[src/rtl/swp_pkg.sv]
package swp_pkg;

   // Bus addresses that the sweep board answers to.
   localparam logic [7:0] ADDR_SUB = 8'h0f;
   localparam logic [7:0] ADDR_CTRL = 8'h1f;
   localparam logic [7:0] ADDR_STATUS = 8'h9f;
   localparam int ADDR_MSB_POS = 7;

   // Control register at the second write address.
   localparam int CTRL_ABORT_POS = 0;
   localparam int CTRL_INHIBIT_POS = 1;
   localparam int CTRL_BLANK_POS = 2;
   localparam int CTRL_START_POS = 3;
   localparam int CTRL_SEL_LSB = 6;

   // Subregister 0 fields.
   localparam int SUB0_SINGLE_POS = 0;
   localparam int SUB0_EOS_EN_POS = 1;
   localparam int SUB0_SRC_LSB = 3;
   localparam int SUB0_HOLD_LSB = 5;

   // Subregister 1 holds the five-bit sweep rate code.
   localparam int RATE_W = 5;
   localparam logic [RATE_W-1:0] RATE_MANUAL = 5'h1f;
   localparam logic [RATE_W-1:0] RATE_EXTERNAL = 5'h0f;

   // Subregisters 2 and 3 hold the marker level, low byte first.
   localparam int MARKER_W = 12;

   // Reset values of the stored registers.
   localparam logic [7:0] SUB_RESET = 8'h00;
   localparam logic [1:0] SEL_RESET = 2'h0;

   // Status word at the read address.
   localparam int STAT_ACTIVE_POS = 0;
   localparam int STAT_HOLDOFF_POS = 1;
   localparam int STAT_PENDING_POS = 2;
   localparam int STAT_SRQ_LINE_POS = 3;

   // Poll handshake.
   localparam int POLL_RESPONSE_BIT = 4;
   localparam logic [7:0] ACK_WORD = 8'hef;

   // Trigger sources.
   typedef enum logic [1:0]
   {
      SWP_SRC_FREE = 2'h0,
      SWP_SRC_INTERNAL = 2'h1,
      SWP_SRC_EXTERNAL = 2'h2,
      SWP_SRC_LINE = 2'h3
   } swp_src_t;

   // Holdoff lengths; code 3 is unlisted and behaves as long.
   localparam logic [1:0] HOLD_SHORT = 2'h0;
   localparam logic [1:0] HOLD_MEDIUM = 2'h1;
   localparam logic [1:0] HOLD_LONG = 2'h2;

   // Holdoff times in nanoseconds and their cycle counts at 200 MHz.
   localparam int CLK_PERIOD_NS = 5;
   localparam int HOLD_SHORT_NS = 2000;
   localparam int HOLD_MEDIUM_NS = 10000;
   localparam int HOLD_LONG_NS = 20000;
   localparam int HOLD_CNT_W = 12;
   localparam logic [HOLD_CNT_W-1:0] HOLD_SHORT_CYC =
      HOLD_CNT_W'((HOLD_SHORT_NS + CLK_PERIOD_NS - 1) / CLK_PERIOD_NS);
   localparam logic [HOLD_CNT_W-1:0] HOLD_MEDIUM_CYC =
      HOLD_CNT_W'((HOLD_MEDIUM_NS + CLK_PERIOD_NS - 1) / CLK_PERIOD_NS);
   localparam logic [HOLD_CNT_W-1:0] HOLD_LONG_CYC =
      HOLD_CNT_W'((HOLD_LONG_NS + CLK_PERIOD_NS - 1) / CLK_PERIOD_NS);

   // Sweep state; reset lands in armed, so the first sweep needs no holdoff.
   typedef enum logic [1:0]
   {
      SWP_HOLD = 2'b00,
      SWP_ARMED = 2'b01,
      SWP_SWEEP = 2'b11
   } swp_state_t;

endpackage

[src/rtl/swp_holdoff_timer.sv]
`timescale 1ns/1ps
module swp_holdoff_timer
(
   // Clock and reset.
   input wire logic clk_i,
   input wire logic arst_n_i,
   // Control.
   input wire logic start_i,
   input wire logic [1:0] length_i,
   // Status.
   output logic busy_o,
   output logic done_o
);
   import swp_pkg::*;


   logic [HOLD_CNT_W-1:0] count;
   logic [HOLD_CNT_W-1:0] next_count;
   logic next_busy;
   logic next_done;
   logic [HOLD_CNT_W-1:0] load;

   // Length decode; the unlisted code falls through to the long holdoff.
   always_comb
   begin
      unique case (length_i)
         HOLD_SHORT: load = HOLD_SHORT_CYC;
         HOLD_MEDIUM: load = HOLD_MEDIUM_CYC;
         HOLD_LONG: load = HOLD_LONG_CYC;
         default: load = HOLD_LONG_CYC;
      endcase
   end

   // A start reloads the count even while a holdoff is already running.
   always_comb
   begin
      next_count = count;
      next_busy = busy_o;
      next_done = 1'b0;
      if (start_i)
      begin
         next_count = load;
         next_busy = 1'b1;
      end
      else if (busy_o)
      begin
         next_count = count - HOLD_CNT_W'(1);
         if (count == HOLD_CNT_W'(1))
         begin
            next_busy = 1'b0;
            next_done = 1'b1;
         end
      end
   end

   // Registers only.
   always_ff @(posedge clk_i or negedge arst_n_i)
   begin
      if (!arst_n_i)
      begin
         count <= '0;
         busy_o <= 1'b0;
         done_o <= 1'b0;
      end
      else
      begin
         count <= next_count;
         busy_o <= next_busy;
         done_o <= next_done;
      end
   end

endmodule

[src/rtl/swp_sweep_ctrl.sv]
`timescale 1ns/1ps
// Summary of operation
// - Decode 0F, 1F writes, 9F read only.
// - Control bits 6-7 pick the 0F subregister.
// - Control bit 3 starts a single sweep.
// - Subregister 1 holds five-bit sweep rate code.
// - Control bit 0 aborts the running sweep.
// - Control bit 1 ignores all trigger events.
// - Control bit 2 kills gate, forces blanking.
// - Subregister 0 bits 3-4 pick trigger source.
// - Subregister 0 bits 5-6 pick holdoff length.
// - End-of-sweep pends only with enable bit set.
// - Pending latch pulls service request line low.
// - Address MSB watched for poll and acknowledge.
// - Poll, MSB high, pending: pull data bit 4.
// - Completing poll edge clears pending, disarms acknowledge.
module swp_sweep_ctrl
(
   // Clock and reset.
   input wire logic clk_i,
   input wire logic arst_n_i,
   // Instrument bus, sampled on clk_i.
   input wire logic [7:0] bus_addr_i,
   input wire logic [7:0] bus_data_i,
   input wire logic bus_wr_i,
   input wire logic bus_rd_i,
   input wire logic poll_i,
   output logic [7:0] bus_data_o,
   output logic [7:0] bus_data_oe_o,
   // Shared open-drain service request.
   input wire logic service_request_line_i,
   output logic service_request_line_o,
   output logic service_request_line_oe_o,
   // Sweep events and triggers.
   input wire logic end_of_sweep_event_i,
   input wire logic trig_internal_i,
   input wire logic trig_external_i,
   input wire logic trig_line_i,
   // Sweep controls.
   output logic sweep_active_o,
   output logic sweep_gate_o,
   output logic blank_o,
   output logic [swp_pkg::RATE_W-1:0] sweep_rate_o,
   output logic manual_sweep_o,
   output logic external_sweep_o,
   output logic [swp_pkg::MARKER_W-1:0] marker_dac_o
);
   import swp_pkg::*;

   localparam int EDGE_N = 5;
   localparam int E_INT = 0;
   localparam int E_EXT = 1;
   localparam int E_LINE = 2;
   localparam int E_EOS = 3;
   localparam int E_POLL = 4;

   logic [EDGE_N-1:0] edge_in;
   logic [EDGE_N-1:0] edge_prev;
   logic [EDGE_N-1:0] edge_rise;
   logic poll_fall;

   logic [7:0] sub [4];
   logic inhibit;
   logic blank_cmd;
   logic [1:0] sub_sel;
   logic [7:0] next_sub [4];
   logic next_inhibit;
   logic next_blank_cmd;
   logic [1:0] next_sub_sel;
   logic abort_cmd;
   logic start_cmd;

   swp_state_t state;
   swp_state_t next_state;
   logic hold_start;
   logic hold_busy;
   logic hold_done;
   logic trig_ok;
   logic free_mode;
   swp_src_t src;

   logic pending;
   logic ack_armed;
   logic next_pending;
   logic next_ack_armed;
   logic ack_fire;

   logic [7:0] next_data;
   logic [7:0] next_data_oe;
   logic next_gate;
   logic next_blank;
   logic next_active;

   // Rising-edge detect on triggers, end of sweep and poll.
   assign edge_in = {poll_i, end_of_sweep_event_i, trig_line_i, trig_external_i,
                     trig_internal_i};
   genvar gi;
   generate
      for (gi = 0; gi < EDGE_N; gi++)
      begin : g_edge
         assign edge_rise[gi] = edge_in[gi] & ~edge_prev[gi];
         always_ff @(posedge clk_i or negedge arst_n_i)
         begin
            if (!arst_n_i)
               edge_prev[gi] <= 1'b0;
            else
               edge_prev[gi] <= edge_in[gi];
         end
      end
   endgenerate
   assign poll_fall = edge_prev[E_POLL] & ~poll_i;

   // Abort and single-start are strobes taken from the write, never stored.
   assign abort_cmd = bus_wr_i && (bus_addr_i == ADDR_CTRL) && bus_data_i[CTRL_ABORT_POS];
   assign start_cmd = bus_wr_i && (bus_addr_i == ADDR_CTRL) &&
                      bus_data_i[CTRL_START_POS] && sub[0][SUB0_SINGLE_POS];

   // Command register writes; other addresses leave everything unchanged.
   always_comb
   begin
      for (int i = 0; i < 4; i++)
         next_sub[i] = sub[i];
      next_inhibit = inhibit;
      next_blank_cmd = blank_cmd;
      next_sub_sel = sub_sel;
      if (bus_wr_i && (bus_addr_i == ADDR_SUB))
         next_sub[sub_sel] = bus_data_i;
      if (bus_wr_i && (bus_addr_i == ADDR_CTRL))
      begin
         next_inhibit = bus_data_i[CTRL_INHIBIT_POS];
         next_blank_cmd = bus_data_i[CTRL_BLANK_POS];
         next_sub_sel = bus_data_i[CTRL_SEL_LSB +: 2];
      end
   end

   // Registers only.
   always_ff @(posedge clk_i or negedge arst_n_i)
   begin
      if (!arst_n_i)
      begin
         for (int i = 0; i < 4; i++)
            sub[i] <= SUB_RESET;
         inhibit <= 1'b0;
         blank_cmd <= 1'b0;
         sub_sel <= SEL_RESET;
      end
      else
      begin
         for (int i = 0; i < 4; i++)
            sub[i] <= next_sub[i];
         inhibit <= next_inhibit;
         blank_cmd <= next_blank_cmd;
         sub_sel <= next_sub_sel;
      end
   end

   // Trigger qualification; free run needs no edge at all.
   assign src = swp_src_t'(sub[0][SUB0_SRC_LSB +: 2]);
   always_comb
   begin
      unique case (src)
         SWP_SRC_FREE: trig_ok = 1'b1;
         SWP_SRC_INTERNAL: trig_ok = edge_rise[E_INT];
         SWP_SRC_EXTERNAL: trig_ok = edge_rise[E_EXT];
         SWP_SRC_LINE: trig_ok = edge_rise[E_LINE];
      endcase
      if (inhibit)
         trig_ok = 1'b0;
   end
   assign free_mode = (sub[1][RATE_W-1:0] == RATE_MANUAL) ||
                      (sub[1][RATE_W-1:0] == RATE_EXTERNAL);

   // Holdoff timer; its length follows subregister 0 at the moment a sweep ends.
   swp_holdoff_timer u_holdoff
   (
      .clk_i(clk_i),
      .arst_n_i(arst_n_i),
      .start_i(hold_start),
      .length_i(sub[0][SUB0_HOLD_LSB +: 2]),
      .busy_o(hold_busy),
      .done_o(hold_done)
   );

   // Sweep sequence: holdoff, armed, sweeping. Manual and external rate codes
   // start at once, because the ramp is then steered from outside.
   always_comb
   begin
      next_state = state;
      hold_start = 1'b0;
      unique case (state)
         SWP_HOLD:
         begin
            if (hold_done)
               next_state = SWP_ARMED;
         end
         SWP_ARMED:
         begin
            if (free_mode)
               next_state = SWP_SWEEP;
            else if (sub[0][SUB0_SINGLE_POS])
            begin
               if (start_cmd)
                  next_state = SWP_SWEEP;
            end
            else if (trig_ok)
               next_state = SWP_SWEEP;
         end
         SWP_SWEEP:
         begin
            if (abort_cmd || edge_rise[E_EOS])
            begin
               next_state = SWP_HOLD;
               hold_start = 1'b1;
            end
         end
      endcase
   end

   // Registers only; reset lands in armed because the timer is idle after reset.
   always_ff @(posedge clk_i or negedge arst_n_i)
   begin
      if (!arst_n_i)
         state <= SWP_ARMED;
      else
         state <= next_state;
   end

   // Interrupt latches. A new end of sweep in the clearing cycle keeps the
   // request, so no event is lost to a late acknowledge.
   assign ack_fire = poll_fall && ack_armed;
   always_comb
   begin
      next_pending = pending;
      next_ack_armed = ack_armed;
      if (poll_i && !bus_addr_i[ADDR_MSB_POS] && (bus_data_i == ACK_WORD) && pending)
         next_ack_armed = 1'b1;
      if (poll_fall)
         next_ack_armed = 1'b0;
      if (ack_fire)
         next_pending = 1'b0;
      if (edge_rise[E_EOS] && sub[0][SUB0_EOS_EN_POS])
         next_pending = 1'b1;
   end

   // Registers only.
   always_ff @(posedge clk_i or negedge arst_n_i)
   begin
      if (!arst_n_i)
      begin
         pending <= 1'b0;
         ack_armed <= 1'b0;
      end
      else
      begin
         pending <= next_pending;
         ack_armed <= next_ack_armed;
      end
   end

   // Data bus drive: full status word on a read, only bit 4 low on a poll.
   always_comb
   begin
      next_data = 8'h00;
      next_data_oe = 8'h00;
      if (bus_rd_i && (bus_addr_i == ADDR_STATUS))
      begin
         next_data[STAT_ACTIVE_POS] = (state == SWP_SWEEP);
         next_data[STAT_HOLDOFF_POS] = hold_busy;
         next_data[STAT_PENDING_POS] = pending;
         next_data[STAT_SRQ_LINE_POS] = service_request_line_i;
         next_data_oe = 8'hff;
      end
      else if (poll_i && bus_addr_i[ADDR_MSB_POS] && pending)
      begin
         next_data[POLL_RESPONSE_BIT] = 1'b0;
         next_data_oe[POLL_RESPONSE_BIT] = 1'b1;
      end
   end

   // Sweep outputs; the gate is forced off and blanking on by control bit 2.
   assign next_active = (next_state == SWP_SWEEP);
   assign next_gate = next_active && !next_blank_cmd;
   assign next_blank = next_blank_cmd || !next_active;

   // Output flops.
   always_ff @(posedge clk_i or negedge arst_n_i)
   begin
      if (!arst_n_i)
      begin
         bus_data_o <= 8'h00;
         bus_data_oe_o <= 8'h00;
         service_request_line_o <= 1'b0;
         service_request_line_oe_o <= 1'b0;
         sweep_active_o <= 1'b0;
         sweep_gate_o <= 1'b0;
         blank_o <= 1'b1;
         sweep_rate_o <= '0;
         manual_sweep_o <= 1'b0;
         external_sweep_o <= 1'b0;
         marker_dac_o <= '0;
      end
      else
      begin
         bus_data_o <= next_data;
         bus_data_oe_o <= next_data_oe;
         service_request_line_o <= 1'b0;
         service_request_line_oe_o <= next_pending;
         sweep_active_o <= next_active;
         sweep_gate_o <= next_gate;
         blank_o <= next_blank;
         sweep_rate_o <= next_sub[1][RATE_W-1:0];
         manual_sweep_o <= (next_sub[1][RATE_W-1:0] == RATE_MANUAL);
         external_sweep_o <= (next_sub[1][RATE_W-1:0] == RATE_EXTERNAL);
         marker_dac_o <= {next_sub[3][3:0], next_sub[2]};
      end
   end

endmodule

[config.mk]
export PLATFORM = sky130hd
export DESIGN_NAME = swp_sweep_ctrl
export DESIGN_NICKNAME = d
export VERILOG_FILES = /design/src/rtl/swp_pkg.sv /design/src/rtl/swp_holdoff_timer.sv /design/src/rtl/swp_sweep_ctrl.sv
export SDC_FILE = /design/constraint.sdc
export NUM_CORES = 1
export LEC_CHECK = 0
export ABC_AREA = 1
export BUFFER_PORTS_ARGS = -buffer_cell sky130_fd_sc_hd__buf_2
export CAP_MARGIN = 20
export CORE_UTILIZATION = 50
export DETAILED_ROUTE_END_ITERATION = 7
export HOLD_SLACK_MARGIN = 0.05
export PLACE_DENSITY_LB_ADDON = 0.2
export SYNTH_ARGS = -nofsm -noshare
export SYNTH_HDL_FRONTEND = slang
export SYNTH_SLANG_ARGS = --single-unit
[constraint.sdc]
create_clock -name clk_i -period 3.6 [get_ports clk_i]
set_input_delay 0.72 -clock clk_i [delete_from_list [all_inputs] [get_ports clk_i]]
set_output_delay 0.72 -clock clk_i [all_outputs]
set_load 0.005 [all_outputs]
==> flow_summary.ini <==
[outcome]
status = finished, final reports clean

[clocking]
cts.repair.resized = 0
htreeDepth = 3
path_clk_slew_ps = 70
clkLatencyLatePin_ps = 330
clockRootBuffer = clkbuf_8
cts_hold_buf = 0
clock_path_buffers = 2
postCtsSetupBuffers = 0
cts_tree = yes
cts_buffers = 9
cts_sinks = 61

[synth]
synth_top_area_share_pct = 48.4
synth_warnings = 0
syn_inst = 359
ys_top_cells_by_area = dfrtp_1 (48%), nand2_1 (10%), buf_4 (6.9%), inv_1 (5.5%), nand3_1 (5.2%)
yosysUniqueCellTypes = 35
avgSynthCellArea_um2 = 8.50
ys.flop_type = dfrtp_1
synthArstFlopShare_pct = 100
syn_area_um2 = 3050
yosysTopAreaCell = dfrtp_1
ys_seq_area_share_pct = 50.1
synth_edf_count = 0
ys_seq_elements = 61

[power_and_ir_drop]
p_total_w = 0.00186
p_leak_nw = 1.83
peakVddDrop_mv = 0.227
cellPowerDensity_nw_per_um2 = 533

[timing]
hold_viol = 0
timing.final.crit_period_ps = 1650
skew_ps = 10.0
fmax_mhz = 605
finalMaxSlewViolations = 0
setup-violations-final = 0
rsz0062_at_grt = no
fin_crit_sh_pct = 45.9
setup_tns_ps = 0

[final_layout]
fill_cells = 561
final_cell_mix = nand2_1 (82), buf_2 (60), dfrtp_1 (59), inv_1 (45), nand3_1 (32)
drive_above_1_share_pct = 26.8
final_nets = 434
design_area_um2 = 3480
num_antenna_cells = 0
area_growth_pct = 14.0
final_common_cell = nand2_1

[critical_path]
critPathBufInv = 1
reg2regPathDepth = 11
slowest_delay_ps = 520
cp.required_ps = 2880
crit_chain = buf_2
cp-start-kind = flip-flop
crit_arrival_ps = 930
critPathKind = flip-flop to output port
cp_max_fo = 1
end_kind = output port
crit_slowest_cell = dfstp_2
crit_cells = 1
cpLargestDelayFamily = flip-flops

[placed_design]
postPlaceCellArea_um2 = 3250
gp_congestion = 0.829
io_buffers = 60
hpwl_um = 4460

[floorplanning]
die_h_um = 80.1
core_area_um2 = 5920
start_util_pct = 51.6
dieArea_um2 = 6420
rows = 28
pin_count = 66
die_w_um = 80.1

[global_route]
grt_pass1_wl_um = 9940
grt_antenna_before_repair = 0
track_usage_pct = 20.7
first_global_vias = 2217
overflow = 0
grt_max_degree = 51

[routing]
via_per_inst = 4.75
first_pass_iters = 4
via_count = 2307
routed_wl_um = 5840
ant_nets = 0
routedWlPerCell_um = 12.0
drt_iter0_markers = 87
drc_errors = 0

[hold_path]
hold_path_class = input pin to asynchronous set/reset pin

[flow_run]
cap_viol_max_count = 0
-- power breakdown --
| part | internal, W | switching (W) |
|---|---|---|
| logic | 0.000140 | 0.000211 |
| clock network | 0.000386 | 0.000262 |
| registers | 0.000788 | 0.0000703 |
-- synth_stat cells, types with 3 or more instances --
| master | count |
|---|---|
| nand4_1 | 6 |
| o21ai_0 | 8 |
| nand3_1 | 32 |
| o21ai_1 | 16 |
| nand2_1 | 82 |
| inv_2 | 6 |
| nand2_2 | 3 |
| o21ai_2 | 8 |
| nand3_2 | 3 |
| buf_4 | 28 |
| inv_1 | 45 |
| nor2_1 | 30 |
| xor2_1 | 5 |
| a21oi_1 | 3 |
| dfrtp_1 | 59 |
-- layer usage --
| metal | share of wire, % | track usage [%] | routed length [um] | vias to the layer above |
|---|---|---|---|---|
| li1 | - | - | - | 1192 |
| met1 | 45 | 26.5 | 2630 | 1052 |
| met2 | 49 | 33.8 | 2880 | 54 |
| met3 | 4.1 | 4.09 | 238 | 9 |
| met4 | 1.6 | 9.29 | 91 | 0 |
| met5 | 0 | 0 | 0 | - |
-- flip-flops by register name (all words and copies together), names as in the netlist, 2 cells and up --
signal and cells:
bus_data_o 4, bus_data_oe_o 2, edge_prev 5, marker_dac_o 11
src 2, state 2, sub 10, sub_sel 2
u_holdoff.count 12
-- kinds of logic (layout without fill, tap and decap cells) --
kind of cell,Yosys count,in the layout,synth area share (%)
other,1,5,0.123
buffers and inverters,84,132,14.2
AO/OA/AOI/OAI,38,38,7.54
AND/OR/NAND/NOR,166,166,25.2
XOR/XNOR,7,7,2.01
flip-flops,61,61,50.1
adder cells (fa/ha/maj),2,2,0.820
-- layout make-up --
class                   count  area [um^2]  share of cell area [%]
clock inverters             7         90.1                    2.59
inverters                  53          204                    5.86
repair buffers             63          335                    9.63
multi-input cells         218         1100                    31.7
flip-flops and latches     61         1530                    43.9
clock buffers               9          124                    3.56
well taps                  75         93.8                    2.70
-- per-stage QoR --
| stage | worst slack, ps | util (%) | hold slack (ps) | cells |
|---|---|---|---|---|
| after floorplan | 1890 | - | 424 | 363 |
| after global placement | 1700 | 54.8 | 467 | 469 |
| after detailed placement | 1650 | 54.8 | 475 | 469 |
| after CTS | 1920 | 58.5 | 490 | 485 |
| after global routing | 1750 | 58.8 | 257 | 486 |
| final | 1950 | 58.8 | 252 | 486 |
-- path summary, 6_finish.rpt --
| path | start | to | slack [ps] |
|---|---|---|---|
| min reg2reg | blank_cmd | blank_cmd | 490 |
| max reg2reg | u_holdoff.count[0] | u_holdoff.count[10] | 2000 |
| max in group asynchronous | arst_n_i | u_holdoff.count[3] | 2690 |
| min | arst_n_i | bus_data_o[1] | 250 |
| min in group clk_i | blank_cmd | blank_cmd | 490 |
| max | blank_o | blank_o | 1950 |
No activity file was read; power rests on OpenSTA's default activity.
